$ cat config.mk
export PLATFORM = sky130hd
export DESIGN_NAME = reload_interval_timer8
export DESIGN_NICKNAME = d
export VERILOG_FILES = /design/src/rtl/reload_timer_pkg.sv /design/src/rtl/prescale_if.sv /design/src/rtl/reload_interval_timer8.sv /design/src/rtl/timer_prescaler.sv
export SDC_FILE = /design/constraint.sdc
export NUM_CORES = 1
export LEC_CHECK = 0
export BUFFER_PORTS_ARGS = -buffer_cell sky130_fd_sc_hd__buf_2
export CAP_MARGIN = 10
export CORE_AREA = 2 2 106 108
export CTS_CLUSTER_DIAMETER = 100
export DETAILED_ROUTE_END_ITERATION = 16
export DIE_AREA = 0 0 108 110
export HOLD_SLACK_MARGIN = 0.08
export PLACE_DENSITY_LB_ADDON = 0.08
export SETUP_SLACK_MARGIN = 0.02
export SLEW_MARGIN = 20
export SYNTH_ARGS = -nofsm -noshare
export SYNTH_HDL_FRONTEND = slang
export SYNTH_HIERARCHICAL = 1
export SYNTH_SLANG_ARGS = --single-unit
$ cat constraint.sdc
create_clock -name pclk -period 4 [get_ports pclk]
set_input_delay 0.2 -clock pclk [delete_from_list [all_inputs] [get_ports pclk]]
set_output_delay 0.2 -clock pclk [all_outputs]
set_load 0.02 [all_outputs]
$ cat src/rtl/reload_timer_pkg.sv
// Package of constants, register map and types for the reload interval timer.
// Notes on behaviour
// - The counter is eight bits wide and steps up by one on every pulse of the chosen count source.
// - Mode bit 7 of timer_mode selects interval operation at 0 and auto-reload operation at 1.
// - Bits 6 to 3 of timer_mode are reserved and always read back as ones, whatever is written.
// - Clock-select codes 000 to 110 pick the system clock divided by 8192, 2048, 512, 256, 64, 16, 4.
// - Clock-select code 111 counts edges of event_in, with the edge chosen by event_edge_sel.
// - Counter and reload share one address; a read returns the live count, a write stores the reload.
// - The counter is loaded by every reload write and may be read at any time without disturbing it.
// - A count pulse arriving while the counter holds ff sets overflow_irq_flag, unless a reload write comes in the same cycle.
// - The interrupt reaches the processor only while overflow_irq_enable is set, in both modes.
// - In interval mode the counter wraps to 00 on overflow and keeps counting up.
// - Writing a reload value also loads it into the counter at once, in either mode.
// - In auto-reload mode each overflow loads the stored reload value instead of zero.
// - The auto-reload overflow period is 256 minus the reload value, from 1 to 256 pulses.
// - Reset clears counter, reload and mode bit, and interval counting starts with no start control.
// - The reload register is eight bits, write-only, and cannot be read back.
package reload_timer_pkg;

	localparam int unsigned CLK_PERIOD_NS = 10;
	localparam int unsigned PRESC_W       = 13;
	localparam int unsigned DATA_W        = 8;
	localparam int unsigned APB_AW        = 12;

	// Byte addresses on the APB.
	localparam logic [APB_AW-1:0] ADDR_MODE      = 12'h000;
	localparam logic [APB_AW-1:0] ADDR_COUNT     = 12'h004;
	localparam logic [APB_AW-1:0] ADDR_IRQ_STAT  = 12'h008;
	localparam logic [APB_AW-1:0] ADDR_IRQ_CLEAR = 12'h00c;
	localparam logic [APB_AW-1:0] ADDR_IRQ_EN    = 12'h010;

	// Field positions of timer_mode.
	localparam int unsigned MODE_SEL_BIT = 7;
	localparam int unsigned CLK_SEL_MSB  = 2;
	localparam int unsigned CLK_SEL_LSB  = 0;
	localparam logic [3:0]  MODE_RSVD    = 4'hf;

	// Bit of the overflow event in the status, clear and enable registers.
	localparam int unsigned IRQ_OVF_BIT = 0;

	localparam logic [DATA_W-1:0] COUNT_RESET  = 8'h00;
	localparam logic [DATA_W-1:0] RELOAD_RESET = 8'h00;
	localparam logic [DATA_W-1:0] COUNT_TOP    = 8'hff;
	localparam logic [DATA_W-1:0] COUNT_WRAP   = 8'h00;

	typedef enum logic [2:0] {
		SEL_DIV8192,
		SEL_DIV2048,
		SEL_DIV512,
		SEL_DIV256,
		SEL_DIV64,
		SEL_DIV16,
		SEL_DIV4,
		SEL_EVENT
	} clk_sel_t;

	localparam clk_sel_t CLK_SEL_RESET = SEL_DIV8192;

	// Divide ratio of each internal source, in system clock cycles per pulse.
	localparam int unsigned DIV_8192 = 8192;
	localparam int unsigned DIV_2048 = 2048;
	localparam int unsigned DIV_512  = 512;
	localparam int unsigned DIV_256  = 256;
	localparam int unsigned DIV_64   = 64;
	localparam int unsigned DIV_16   = 16;
	localparam int unsigned DIV_4    = 4;

endpackage

$ cat src/rtl/prescale_if.sv
// Interface between the timer core and its prescaler.
interface prescale_if;
	import reload_timer_pkg::*;

	clk_sel_t sel;
	logic     tick;

	modport core (output sel, input tick);
	modport presc (input sel, output tick);
endinterface

$ cat src/rtl/reload_interval_timer8.sv
// Eight-bit interval and auto-reload timer with an APB register slave and one interrupt.
//
// The implementer's own choices: the APB register port and the placing of the registers.
module reload_interval_timer8
	import reload_timer_pkg::*;
(
	input  wire logic              pclk,
	input  wire logic              presetn,
	input  wire logic              psel,
	input  wire logic              penable,
	input  wire logic              pwrite,
	input  wire logic [APB_AW-1:0] paddr,
	input  wire logic [31:0]       pwdata,
	output logic      [31:0]       prdata,
	output logic                   pready,
	output logic                   pslverr,
	input  wire logic              event_in,
	input  wire logic              event_edge_sel,
	input  wire logic              event_pin_func,
	output logic                   irq
);

	typedef struct packed {
		logic              reload_mode_sel;
		clk_sel_t          clk_sel;
		logic [DATA_W-1:0] count;
		logic [DATA_W-1:0] reload;
		logic              overflow_irq_flag;
		logic              overflow_irq_enable;
		logic              ev_sync1;
		logic              ev_sync2;
		logic              ev_prev;
		logic [31:0]       rdata;
		logic              ready;
		logic              slverr;
		logic              irq;
	} timer_state_t;

	timer_state_t s_q;
	timer_state_t s_d;

	prescale_if ps ();

	timer_prescaler u_prescaler (
		.pclk    (pclk),
		.presetn (presetn),
		.ps      (ps)
	);

	assign ps.sel = s_q.clk_sel;

	logic setup_phase;
	logic access_wr;
	logic event_level;
	logic event_edge;
	logic count_pulse;
	logic overflow;
	logic reload_wr;
	logic mode_wr;
	logic clear_wr;
	logic enable_wr;
	logic mapped;

	// Decodes whether an address belongs to the register map.
	function automatic logic addr_mapped(input logic [APB_AW-1:0] a);
		return (a == ADDR_MODE) || (a == ADDR_COUNT) || (a == ADDR_IRQ_STAT) ||
			(a == ADDR_IRQ_CLEAR) || (a == ADDR_IRQ_EN);
	endfunction

	// Builds the word that a read of an address returns, from the current state.
	function automatic logic [31:0] read_word(input logic [APB_AW-1:0] a,
		input timer_state_t st);
		logic [31:0] w;
		w = '0;
		case (a)
			ADDR_MODE: begin
				w[MODE_SEL_BIT]             = st.reload_mode_sel;
				w[MODE_SEL_BIT-1:CLK_SEL_MSB+1] = MODE_RSVD;
				w[CLK_SEL_MSB:CLK_SEL_LSB]  = st.clk_sel;
			end
			ADDR_COUNT: begin
				// The live count is returned; the reload value is never visible.
				w[DATA_W-1:0] = st.count;
			end
			ADDR_IRQ_STAT: begin
				w[IRQ_OVF_BIT] = st.overflow_irq_flag;
			end
			ADDR_IRQ_EN: begin
				w[IRQ_OVF_BIT] = st.overflow_irq_enable;
			end
			default: begin
				w = '0;
			end
		endcase
		return w;
	endfunction

	// The next count after one pulse: step up, or leave ff for zero or the reload value.
	function automatic logic [DATA_W-1:0] next_count(input logic [DATA_W-1:0] c,
		input logic auto_mode, input logic [DATA_W-1:0] rl);
		logic [DATA_W-1:0] n;
		if (c == COUNT_TOP) begin
			if (auto_mode) begin
				n = rl;
			end else begin
				n = COUNT_WRAP;
			end
		end else begin
			n = c + DATA_W'(1);
		end
		return n;
	endfunction

	always_comb begin
		setup_phase = psel && !penable;
		access_wr   = psel && penable && pwrite && s_q.ready;
		mapped      = addr_mapped(paddr);
		mode_wr     = access_wr && (paddr == ADDR_MODE);
		reload_wr   = access_wr && (paddr == ADDR_COUNT);
		clear_wr    = access_wr && (paddr == ADDR_IRQ_CLEAR);
		enable_wr   = access_wr && (paddr == ADDR_IRQ_EN);
	end

	// A pin that is not routed to the timer reads as low, so no edges are seen.
	always_comb begin
		event_level = event_in && event_pin_func;
	end

	// Edges are detected on the second and third flops only; the first one is a bare sync stage.
	always_comb begin
		if (event_edge_sel) begin
			event_edge = s_q.ev_sync2 && !s_q.ev_prev;
		end else begin
			event_edge = !s_q.ev_sync2 && s_q.ev_prev;
		end
	end

	always_comb begin
		if (s_q.clk_sel == SEL_EVENT) begin
			count_pulse = event_edge;
		end else begin
			count_pulse = ps.tick;
		end
		overflow = count_pulse && (s_q.count == COUNT_TOP) && !reload_wr;
	end

	always_comb begin
		s_d = s_q;

		s_d.ev_sync1 = event_level;
		s_d.ev_sync2 = s_q.ev_sync1;
		s_d.ev_prev  = s_q.ev_sync2;

		// Counting never waits for a start bit; it runs from reset onward.
		if (reload_wr) begin
			// A software load overrides a pulse in the same cycle, so no count is lost twice.
			s_d.reload = pwdata[DATA_W-1:0];
			s_d.count  = pwdata[DATA_W-1:0];
		end else if (count_pulse) begin
			s_d.count = next_count(s_q.count, s_q.reload_mode_sel, s_q.reload);
		end

		if (mode_wr) begin
			s_d.reload_mode_sel = pwdata[MODE_SEL_BIT];
			s_d.clk_sel         = clk_sel_t'(pwdata[CLK_SEL_MSB:CLK_SEL_LSB]);
		end

		if (enable_wr) begin
			s_d.overflow_irq_enable = pwdata[IRQ_OVF_BIT];
		end

		// A new overflow in the clearing cycle keeps the flag set.
		if (clear_wr && pwdata[IRQ_OVF_BIT]) begin
			s_d.overflow_irq_flag = 1'b0;
		end
		if (overflow) begin
			s_d.overflow_irq_flag = 1'b1;
		end

		s_d.irq = s_d.overflow_irq_flag && s_d.overflow_irq_enable;

		// The answer is prepared in the setup cycle, so every access phase is one cycle long.
		s_d.ready  = setup_phase;
		s_d.slverr = setup_phase && !mapped;
		if (setup_phase && !pwrite) begin
			s_d.rdata = read_word(paddr, s_q);
		end else if (!psel) begin
			s_d.rdata = '0;
		end
	end

	always_ff @(posedge pclk or negedge presetn) begin
		if (!presetn) begin
			s_q.reload_mode_sel     <= 1'b0;
			s_q.clk_sel             <= CLK_SEL_RESET;
			s_q.count               <= COUNT_RESET;
			s_q.reload              <= RELOAD_RESET;
			s_q.overflow_irq_flag   <= 1'b0;
			s_q.overflow_irq_enable <= 1'b0;
			s_q.ev_sync1            <= 1'b0;
			s_q.ev_sync2            <= 1'b0;
			s_q.ev_prev             <= 1'b0;
			s_q.rdata               <= '0;
			s_q.ready               <= 1'b0;
			s_q.slverr              <= 1'b0;
			s_q.irq                 <= 1'b0;
		end else begin
			s_q <= s_d;
		end
	end

	assign prdata  = s_q.rdata;
	assign pready  = s_q.ready;
	assign pslverr = s_q.slverr;
	assign irq     = s_q.irq;

endmodule

$ cat src/rtl/timer_prescaler.sv
// Free-running prescaler that yields a one-cycle count enable for the selected divide ratio.
module timer_prescaler
	import reload_timer_pkg::*;
(
	input  wire logic pclk,
	input  wire logic presetn,
	prescale_if.presc ps
);

	typedef struct packed {
		logic [PRESC_W-1:0] div;
	} presc_state_t;

	presc_state_t s_q;
	presc_state_t s_d;

	// A tap pulses once every 2^k cycles, when the low k bits of the divider are all ones.
	function automatic logic tap(input logic [PRESC_W-1:0] d, input int unsigned ratio);
		logic [PRESC_W-1:0] m;
		m = PRESC_W'(ratio - 1);
		return (d & m) == m;
	endfunction

	always_comb begin
		s_d     = s_q;
		s_d.div = s_q.div + PRESC_W'(1);
	end

	always_ff @(posedge pclk or negedge presetn) begin
		if (!presetn) begin
			s_q <= '0;
		end else begin
			s_q <= s_d;
		end
	end

	// The tap changes with the selection, so a switch may shorten the first period.
	always_comb begin
		case (ps.sel)
			SEL_DIV8192: ps.tick = tap(s_q.div, DIV_8192);
			SEL_DIV2048: ps.tick = tap(s_q.div, DIV_2048);
			SEL_DIV512:  ps.tick = tap(s_q.div, DIV_512);
			SEL_DIV256:  ps.tick = tap(s_q.div, DIV_256);
			SEL_DIV64:   ps.tick = tap(s_q.div, DIV_64);
			SEL_DIV16:   ps.tick = tap(s_q.div, DIV_16);
			SEL_DIV4:    ps.tick = tap(s_q.div, DIV_4);
			default:     ps.tick = 1'b0;
		endcase
	end

endmodule

* Word-level counts from Yosys, hierarchy flattened
Index checks and enable logic that the tools add are counted.
** Storage, ports and cells
- Bits in registers :: 73
- Input bits :: 52
- Output and inout port bits :: 35
- Word-level logic and storage cells :: 80
** Operators by class
- Add/subtract/negate cells :: 2
- Equal/unequal tests :: 20
- Multiplexer cells :: 14
- Reduce and logical (&&, ||, !) cells :: 30
** Operators with widths (count)
- $mux W32 :: 2
- $mux W8 :: 4
- $eq A12 B4 Y1 const B :: 2
- $logic_and A1 B1 Y1 :: 17
- $eq A8 B8 Y1 const B :: 2
- $pmux W7 S2 :: 1
- $add A13 B1 Y13 const B :: 1
- $eq A13 B13 Y1 const B :: 1
- $eq A12 B3 Y1 const B :: 1
- $eq A12 B5 Y1 const B :: 1
- $eq A3 B3 Y1 const B :: 4
- $logic_not A12 Y1 :: 1
- $eq A11 B11 Y1 const B :: 1
- $eq A9 B9 Y1 const B :: 1
- $add A8 B1 Y8 const B :: 1
- $pmux W1 S7 :: 1
- $eq A3 B2 Y1 const B :: 2
- $eq A6 B6 Y1 const B :: 1
- $logic_not A1 Y1 :: 6
- $mux W1 :: 5
- $eq A4 B4 Y1 const B :: 1
- $logic_or A1 B1 Y1 :: 4
- $pmux W1 S4 :: 1
- $eq A3 B1 Y1 const B :: 1
- 4 further kinds :: 4

* Logic depth before layout (Yosys ltp)
Gate-level depths: netlist of the first run.
- Word-level depth :: 8
- Gate-level depth with buffers :: 15
- Depth with buffers taken out :: 14

* Cells and area by module
The synthesis of the first run kept the hierarchy.
** By module, submodules not included
- reload_interval_timer8 :: instances 1, cells an instance 218, area an instance 2067.0 um2, sequential area each 900.9 um2
- timer_prescaler :: instances 1, cells an instance 54, area an instance 643.1 um2, sequential area each 325.3 um2

* Worst setup path before layout of the first run
No wires, ideal clock.
- Kind :: reg2reg
- From :: register u_prescaler/s_q[0] (netlist name)
- To :: register s_q[52] (netlist name)
- Setup time :: 0.124 ns
- Arrival time :: 2.703 ns
- Data required time :: 3.876 ns
- Path slack :: 1.173 ns
- Cell stages (with the launch flop) :: 15
- Path buffers :: 1
- Period minus slack after synthesis :: 2.827 ns
- Path through :: dfrtp_1 > ha_1 > and3_4 > and3_2 > and3_2 > ha_1 > mux2_2 > and3_1 > a31oi_1 > o21ai_1 > a31oi_1 > a31oi_4 > buf_6 > a41oi_1 > o31ai_2
** On the way
- Cells in the longest elaborated chain, start to end :: 4
- Elaborated cells between the ends (all ways) :: 10
- Classes of those cells :: eq/ne (7); mux (2); reduce/logical (1)
** RTL lines
- start, declared :: line timer_prescaler.sv:14 : presc_state_t s_q;
- start signal, assigned :: line timer_prescaler.sv:31 : s_q <= '0;
- start signal, assigned :: line timer_prescaler.sv:33 : s_q <= s_d;
- $eq A13 B13 Y1, or another cell as far along :: line timer_prescaler.sv:21 : return (d & m) == m;
- $pmux W1 S7 * :: line timer_prescaler.sv:39 : case (ps.sel)
- named net ps.tick :: line prescale_if.sv:6 : logic tick;
- $mux W1 * :: line reload_interval_timer8.sv:139 : if (s_q.clk_sel == SEL_EVENT) begin
- $reduce_bool A2 Y1 (no line) *
- end, declared :: line reload_interval_timer8.sv:39 : timer_state_t s_q;
The timed path passes the listed nets; every way through them passes the cells marked *.
A chain may end at the register's enable or synchronous reset.

* Final worst setup path of the first run
- From :: register u_prescaler/s_q[0] (netlist name)
- To :: register s_q[50] (netlist name)
Same word-level chain as after synthesis.

==> summary.txt, run 1 <==
Run status
  – Status: completed

Global routing
  – First-pass GRT wire length: 9820 um
  – Initial antenna violation count: 0
  – Vias in the first global route: 1865
  – GRT Total Usage: 10.7%
  – Total gr overflow: 0
  – Largest net degree at the start of global routing: 50

Clock tree
  – Longest Clk Path Bufs: 2
  – Postcts setup bufs: 0
  – CTS tree: yes
  – Hold buffers post-CTS: 2
  – Num CTS Buffers: 5
  – Htree depth: 2
  – Worst-Skew Late Latency: 0.30 ns
  – Root buf cell: clkbuf_8
  – Register clock-pin slew on the reported worst setup and hold paths: 0.09 ns
  – Post-CTS sizing: 0
  – Clock sinks: 49

STA
  – Final min period: 3.04 ns
  – Final setup fails: 0
  – Layout Skew: 0.00707 ns
  – Fmax: 329 MHz
  – Hold Vio Cnt, Final: 0
  – Worst hold slack: 0.0968 ns
  – Worst-Margin Slew: 0.655 ns
  – Slew Limit Fails: 0
  – Slew HR: 56.3%
  – Final setup TNS: 0 ns
  – Post-route setup slack: 0.962 ns
  – Unrepaired setup endpoints after global routing: false
  – Final period util: 75.9%

Critical path
  – Slowest-stage cell, CP: dfrtp_1
  – WS Path Type: register to register
  – CP Cell Sequence: ha_1, and3_4, and3_2, and3_2, ha_1, mux2_2, and3_1, a31oi_1, o21ai_1, a31oi_1, a31oi_4, and4_1, o31ai_1
  – Required @ worst endpoint: 4.22 ns
  – CP bufs+invs: 0
  – Crit Path Max Fanout: 15
  – CP max stage delay: 0.42 ns
  – Crit start category: register
  – Crit path capture type: register
  – CP arrival: 3.25 ns
  – CP delay by family, top: simple AND/OR/NAND/NOR gates

Placement
  – Cells after DPL: 434
  – Port Buffers: 38
  – Gpl congestion: 0.712
  – Setup WS pre-CTS: 0.974 ns
  – Placed Area: 2890 um2
  – HPWL after DPL: 4260 um

Final layout
  – Final net count: 358
  – # diodes: 0
  – Area grow syn2layout: 11.7%
  – Final Util: 28.3%
  – Fin area: 3030 um2
  – Layout fillers: 1170
  – Finished Layout Cells: 444
  – Share of layout cells above drive strength 1: 23.0%

Power and ir drop
  – Total power draw: 947 uW
  – Static Leak: 1.39 nW
  – P per Cell Area: 313 nW/um2
  – Peak VDD IR: 0.126 mV

Synth
  – Most frequent cell after synthesis: dfrtp_1
  – Synth cell count leaders: dfrtp_1, buf_4, nand2_1, o21ai_0
  – Area share of the largest cell type after synthesis: 45.2%
  – Synth Warn #: 6
  – Number of flops mapped to enable cells by yosys: 0
  – Yosys reg bits: 49
  – Part of the Yosys area used for sequential elements: 45.2%
  – Synth Cell Area: 2710 um2
  – Top_reg_cell synth: dfrtp_1
  – Async set-reset flop share out of synthesis: 100%
  – Mapped Cells: 272
  – Post-synth top area cell: dfrtp_1
  – Yosys cell types: 54
  – Syn avg cell area: 9.96 um2
  – Most area-consuming cells after synthesis: dfrtp_1, buf_4, o21ai_0, nand2_1, mux2i_1

Run
  – # Max-Cap Violations: 0

Floorplanning
  – Die ar.: 11900 um2
  – Starting Density: 25.3%
  – Core ar.: 10700 um2
  – Die Y-Extent: 110 um
  – Io pins: 87
  – Die W: 108 um
  – Rows: 38

Detailed routing
  – Drt initial violations: 50
  – Detailed-route DRC error count: 0
  – Routed Wire Length: 5960 um
  – Average routed wire per standard cell: 13.4 um
  – Vias: 1912
  – Post-route ant nets: 0
  – Via density: 4.31
  – Drt first pass iters: 4

Hold path
  – Hold Crit Class: input pin to register
[power by group]
part           switching [mW]  internal, mW  total (mW)
Combinational          0.0487        0.0173      0.0660
Clock                   0.177         0.204       0.382
Sequential            0.00114         0.498       0.499
[final timing paths]
check                                   startpoint                 end  slack (ns)  cells past startpoint
max in group asynchronous                  presetn             s_q[52]        3.02                      3
worst min register to register             s_d[36]             s_d[35]        0.36                      0
worst min-delay path                event_pin_func             s_d[36]         0.1                      2
worst max-delay path            u_prescaler/s_q[0]             s_q[50]        0.96                     13
min in group asynchronous                  presetn  u_prescaler/s_q[4]        0.54                      3
worst max register to register  u_prescaler/s_q[0]             s_q[50]        0.96                     13
[worst reg2reg max path: stages, from the launching register on]
cell	delay [ns]
dfrtp_1	0.42
ha_1	0.25
and3_4	0.19
and3_2	0.22
and3_2	0.21
ha_1	0.17
mux2_2	0.25
and3_1	0.17
a31oi_1	0.12
o21ai_1	0.08
a31oi_1	0.23
a31oi_4	0.14
and4_1	0.28
o31ai_1	0.22
[layout by cell type (no fill, tap or decap), drive strengths merged]
cell and count:
or3 1, nor2b 2, o21ai 21, nand3 15
xor2 3, o31ai 9, mux2 6, bufinv 1
inv 14, and2 3, nand2b 1, nand4 8
xnor2 8, a32o 1, a211oi 1, a41oi 1
o2bb2ai 1, or3b 2, clkbuf 7, nand3b 1
buf 40, nand2 22, conb 24, a21boi 1
a211o 1, a31oi 4, a311o 1, a21oi 7
and4 3, mux2i 7, nand4b 1, dlygate4sd3 2
ha 3, a31o 2, dfrtp 49, and3 8
nor2 14, nor4 3, nor3 6
[state kept, by name (all words and copies together) (netlist names)]
| register | cells |
|---|---|
| s_q | 20 |
| u_prescaler/s_q | 13 |
| prdata | 8 |
| ps.sel | 3 |
| s_d | 2 |
| irq | 1 |
| pready | 1 |
| pslverr | 1 |
[layer usage]
metal  global-route usage [%]  vias up  share of wire (%)
met4                     3.85        0                1.5
met2                     16.9       51                 44
li1                         -      965                  -
met1                     14.7      891                 50
met5                        0        -                  0
met3                     1.88        5                3.8
[final cells by class]
| type | instances | area [um2] | share of cell area [%] |
|---|---|---|---|
| clock buffers | 7 | 86.3 | 2.85 |
| clock inverters | 1 | 30.0 | 0.992 |
| inverters | 14 | 52.6 | 1.74 |
| multi-input cells | 191 | 1230 | 40.7 |
| flip-flops and latches | 49 | 1230 | 40.5 |
| well taps | 140 | 175 | 5.79 |
| repair buffers | 42 | 225 | 7.44 |
[cell families after synthesis]
family	share of synthesized area [%]
flip-flops	45.2
AND/OR/NAND/NOR	19.4
multiplexers	5.22
other	0.138
adder cells (fa/ha/maj)	1.39
buffers and inverters	12.8
XOR/XNOR	3.56
AO/OA/AOI/OAI	12.2
No activity file was read; power rests on OpenSTA's default activity.
==> run 2: changes to the inputs <==
- clock period: 4 -> 2.8 ns (I/O delays scaled with it)
==> summary.txt, run 2 (same netlist as run 1, synthesis figures left out) <==
Critical path
  – CP max stage delay: 0.39 ns
  – R2R Path Start: u_prescaler/s_q[0]
  – CP delay by family, top: compound AO/OA/AOI/OAI gates
  – Most used cell, CP: and3_4
  – WS Path Type: register to register
  – Crit path capture type: register
  – Required @ worst endpoint: 3.04 ns
  – CP bufs+invs: 1
  – CP startpoint: u_prescaler/s_q[0]
  – Crit Path Max Fanout: 7
  – CP Cell Sequence: ha_2, and3_4, and3_4, and3_4, ha_4, mux2_4, and3_4, a31oi_1, o21ai_1, a31oi_4, buf_6, a31oi_4, a31o_2, o21ai_0
  – Slowest-stage cell, CP: dfrtp_1
  – Crit start category: register
  – CP arrival: 2.93 ns

Final layout
  – Share of layout cells above drive strength 1: 28.7%
  – Most common cell after layout, fill and taps aside: dfrtp_1
  – Area grow syn2layout: 22.9%
  – Final Util: 31.1%
  – Reg with most FFs: s_q
  – Finished Layout Cells: 468
  – # diodes: 0
  – Final net count: 382
  – Most frequent cells in the layout: dfrtp_1, buf_2, conb_1
  – Number of flip-flops in the largest register: 20

Detailed routing
  – Average routed wire per standard cell: 13.8 um
  – Drt initial violations: 48
  – Vias: 2049
  – Via density: 4.38
  – Routed Wire Length: 6460 um
  – Drt first pass iters: 4
  – Detailed-route DRC error count: 0
  – Post-route ant nets: 0

STA
  – Worst-Margin Slew: 0.628 ns
  – Final period util: 96.0%
  – Final setup fails: 0
  – Final min period: 2.69 ns
  – Fmax: 372 MHz
  – Layout Skew: 0.00374 ns
  – Final setup TNS: 0 ns
  – Slew HR: 58.1%
  – Slew Limit Fails: 0
  – Unrepaired setup endpoints after global routing: true
  – Hold Vio Cnt, Final: 0

Clock tree
  – Worst-Skew Late Latency: 0.31 ns
  – Longest Clk Path Bufs: 2
  – Htree depth: 2
  – Num CTS Buffers: 5
  – CTS tree: yes
  – Clock sinks: 49
  – Register clock-pin slew on the reported worst setup and hold paths: 0.09 ns
  – Root buf cell: clkbuf_8

Hold path
  – Hold path start: pwdata[0]
  – Hold Crit Class: input pin to register

Floorplanning
  – Rows: 38
  – Core ar.: 10700 um2
  – Die W: 108 um
  – Io pins: 87
  – Die Y-Extent: 110 um
  – Die ar.: 11900 um2
  – Starting Density: 25.3%

Global routing
  – GRT Total Usage: 11.8%
  – Vias in the first global route: 1994
  – Initial antenna violation count: 0
  – First-pass GRT wire length: 10500 um
  – Largest net degree at the start of global routing: 27
  – Total gr overflow: 0

Power and ir drop
  – Peak VDD IR: 0.180 mV
  – Static Leak: 1.50 nW
  – Total power draw: 1.37 mW
  – P per Cell Area: 411 nW/um2

Run status
  – Status: completed

Placement
  – HPWL after DPL: 4440 um
  – Port Buffers: 38
  – Cells after DPL: 445
  – Gpl congestion: 0.705

Run
  – # Max-Cap Violations: 0
run 2: cell count changes in the layout (fill, tap and decap cells not counted), sizes merged:
cell / change
a31oi: +1
buf: +14
dlygate4sd3: +9
run 2: cell type report:
class                   count  area [um2]
flip-flops and latches     49        1230
multi-input cells         192        1330
clock inverters             1        30.0
inverters                  14        52.6
fillers                  1147        7370
repair buffers             65         432
clock buffers               7        86.3
well taps                 140         175
run 2: power by group:
part           leakage, nW  total, mW  switching (mW)  internal, mW
Clock               0.0585      0.551           0.259         0.292
Sequential           0.607      0.713         0.00171         0.711
Combinational        0.833      0.106          0.0733        0.0329
Total                 1.50       1.37           0.334          1.04
run 2: path summary, 6_finish.rpt:
path	cells past startpoint	slack (ns)	endpoint
hold / removal	3	0.12	s_q[48]
min in group asynchronous	2	0.37	u_prescaler/s_q[3]
max in group asynchronous	3	1.67	prdata[6]
hold reg to reg	0	0.36	s_d[35]
setup reg to reg	14	0.11	s_q[53]
setup / recovery	14	0.11	s_q[53]
run 2: timing repair:
item / 4_1_cts / 5_1_grt
gates resized for setup: 9 / 10
hold buffers: 11 / 0
buffers inserted: 0 / 3
endpoints found under the setup margin: 9 / 9
hold endpoints to repair: 40 / 0
pin swaps: 4 / 6
cloned: 1 / 0
run 2: per-layer routing:
layer	global-route usage [%]	up-vias	routed length [um]
met5	0	-	0
met4	4.40	0	104
met3	2.47	5	294
met2	19.1	55	2900
met1	15.5	974	3170
li1	-	1015	-
run 2: worst reg2reg max path, delay by kind of cell, from the launching register on:
family,cells,cell delay (ns)
adders and majority gates,2,0.34
AOI/OAI and AO/OA,6,0.89
muxes,1,0.26
buffers and inverters,1,0.14
and+or+nand+nor,4,0.61
DFF,1,0.39
run 2: through the flow:
| step | hold WS (ns) | instance area [um2] | setup WS (ns) |
|---|---|---|---|
| final | 0.123 | 3330 | 0.112 |
| after global routing | 0.133 | 3330 | -0.0304 |
| after CTS | 0.107 | 3270 | 0.0307 |
| after detailed placement | 0.209 | 2980 | -0.136 |
| after global placement | 0.212 | 2980 | -0.148 |
| after floorplan | -0.156 | 2810 | 0.0243 |
==> run 3: changes to the inputs <==
- CORE_AREA: 2 2 106 108 -> 2 2 121 94
- DIE_AREA: 0 0 108 110 -> 0 0 123 96
- clock period: 2.8 -> 3 ns (I/O delays scaled with it)
==> summary.txt, run 3 (same netlist as run 1, synthesis figures left out) <==
Run status
  – Status: completed

Global routing
  – Largest net degree at the start of global routing: 37
  – First-pass GRT wire length: 10000 um
  – Initial antenna violation count: 0
  – Vias in the first global route: 1880
  – Total gr overflow: 0
  – GRT Total Usage: 11.2%

Critical path
  – Crit Path Max Fanout: 8
  – Flop-to-flop setup slack: 0.17 ns
  – Crit path capture type: register
  – R2R Path Start: u_prescaler/s_q[1]
  – Required @ worst endpoint: 3.20 ns
  – Crit start category: register
  – R2R Path End: s_q[50]
  – WS Path Type: register to register
  – CP arrival: 3.03 ns
  – R2R cell count: 13

Floorplanning
  – Core ar.: 10700 um2
  – Die Y-Extent: 96 um
  – Die W: 123 um
  – Io pins: 87
  – Die ar.: 11800 um2
  – Rows: 33
  – Starting Density: 25.4%

Hold path
  – WHS Endpoint: s_q[51]
  – Hold path start: pwdata[3]
  – Hold Crit Class: input pin to register
  – Worst Hold Depth: 3

Final layout
  – # diodes: 0
  – Final net count: 371
  – Area of the multi-input gates: 1280 um2
  – FF/Latch Area: 1230 um2
  – Share of layout cells above drive strength 1: 27.1%
  – Layout fillers: 1124
  – Most common cell after layout, fill and taps aside: dfrtp_1
  – Most frequent cells in the layout: dfrtp_1, buf_2, conb_1
  – Finished Layout Cells: 457
  – Area grow syn2layout: 19.2%
  – Number of flip-flops in the largest register: 20
  – Reg with most FFs: s_q

STA
  – Final period util: 94.4%
  – Hold Vio Cnt, Final: 0
  – Worst-Margin Slew: 0.573 ns
  – Slew Limit Fails: 0
  – Final setup fails: 0
  – Layout Skew: 0.00586 ns
  – Final setup TNS: 0 ns
  – Final min period: 2.83 ns
  – Unrepaired setup endpoints after global routing: false
  – Fmax: 353 MHz
  – Slew HR: 61.5%

Clock tree
  – Worst-Skew Late Latency: 0.29 ns
  – Htree depth: 2
  – Clock sinks: 49
  – Num CTS Buffers: 5
  – Register clock-pin slew on the reported worst setup and hold paths: 0.07 ns
  – Root buf cell: clkbuf_16
  – Longest Clk Path Bufs: 2
  – CTS tree: yes

Placement
  – HPWL after DPL: 4470 um
  – Gpl congestion: 0.691
  – Cells after DPL: 442
  – Port Buffers: 38

Power and ir drop
  – Peak VDD IR: 0.202 mV
  – P per Cell Area: 439 nW/um2
  – Static Leak: 1.47 nW

Detailed routing
  – Drt first pass iters: 4
  – Routed Wire Length: 6390 um
  – Drt initial violations: 100
  – Vias: 1999
  – Via density: 4.37
  – Detailed-route DRC error count: 0
  – Average routed wire per standard cell: 14.0 um
  – Post-route ant nets: 0

Run
  – # Max-Cap Violations: 0
## run 3: worst max-delay path, cell delays in order (launching register included)
cell	delay (ns)
dfrtp_1	0.38
ha_2	0.19
and3_4	0.15
and3_4	0.17
and3_4	0.17
ha_1	0.16
mux2_2	0.26
and3_4	0.17
a31oi_1	0.13
o21ai_1	0.10
a31oi_2	0.28
a31oi_4	0.13
and4_1	0.27
o31ai_1	0.18
## run 3: worst max path at each step
stage / endpoint / cells after the start / slack, ns / start
after global routing: s_q[50] / 13 / 0.006 / u_prescaler/s_q[1]
after global placement: s_q[50] / 13 / 0.03 / u_prescaler/s_q[0]
after detailed placement: s_q[51] / 14 / 0.05 / u_prescaler/s_q[0]
after CTS: s_q[50] / 13 / 0.02 / u_prescaler/s_q[0]
final: s_q[50] / 13 / 0.17 / u_prescaler/s_q[1]
after floorplan: s_q[52] / 14 / 0.17 / u_prescaler/s_q[0]
## run 3: what timing repair did
| item | 4_1_cts | 5_1_grt |
|---|---|---|
| endpoints found under the setup margin | 0 | 9 |
| endpoints found under the hold margin | 15 | 0 |
| hold buffers | 4 | 0 |
| setup buffers | 0 | 2 |
| resized for setup | 0 | 8 |
## run 3: through the flow
step / power [mW] / util [%] / hold WS [ns] / setup WS [ns] / cell area (um2)
after floorplan: 0.747 / - / -0.146 / 0.173 / 2800
after global placement: 0.767 / 27.7 / 0.0738 / 0.0265 / 2950
after detailed placement: 0.767 / 27.7 / 0.0800 / 0.0535 / 2950
after CTS: 1.45 / 29.7 / 0.0843 / 0.0228 / 3160
after global routing: 1.49 / 30.3 / 0.0973 / 0.00613 / 3230
final: 1.42 / 30.3 / 0.0891 / 0.167 / 3230
## run 3: area by class of cell
cell class,count,share of cell area [%]
clock inverter,1,0.930
tap,140,5.42
sequential,49,38.0
clock buffer,7,4.42
multi-input combinational,192,39.6
inverter,14,1.63
timing repair buffer,54,10.0
## run 3: per-layer routing
metal	global-route usage (%)	share of wire, %	vias up
met3	2.96	4.8	2
met1	16.7	52	957
met2	15.9	42	48
met4	2.56	0.77	0
li1	-	-	992
met5	0	0	-
## run 3: report_power, final
group | total (mW) | internal (mW) | leakage, nW | switching (mW)
clock | 0.661 | 0.417 | 0.0841 | 0.244
combinational | 0.0917 | 0.0248 | 0.779 | 0.0669
sequential | 0.665 | 0.664 | 0.607 | 0.00142
total | 1.42 | 1.11 | 1.47 | 0.313
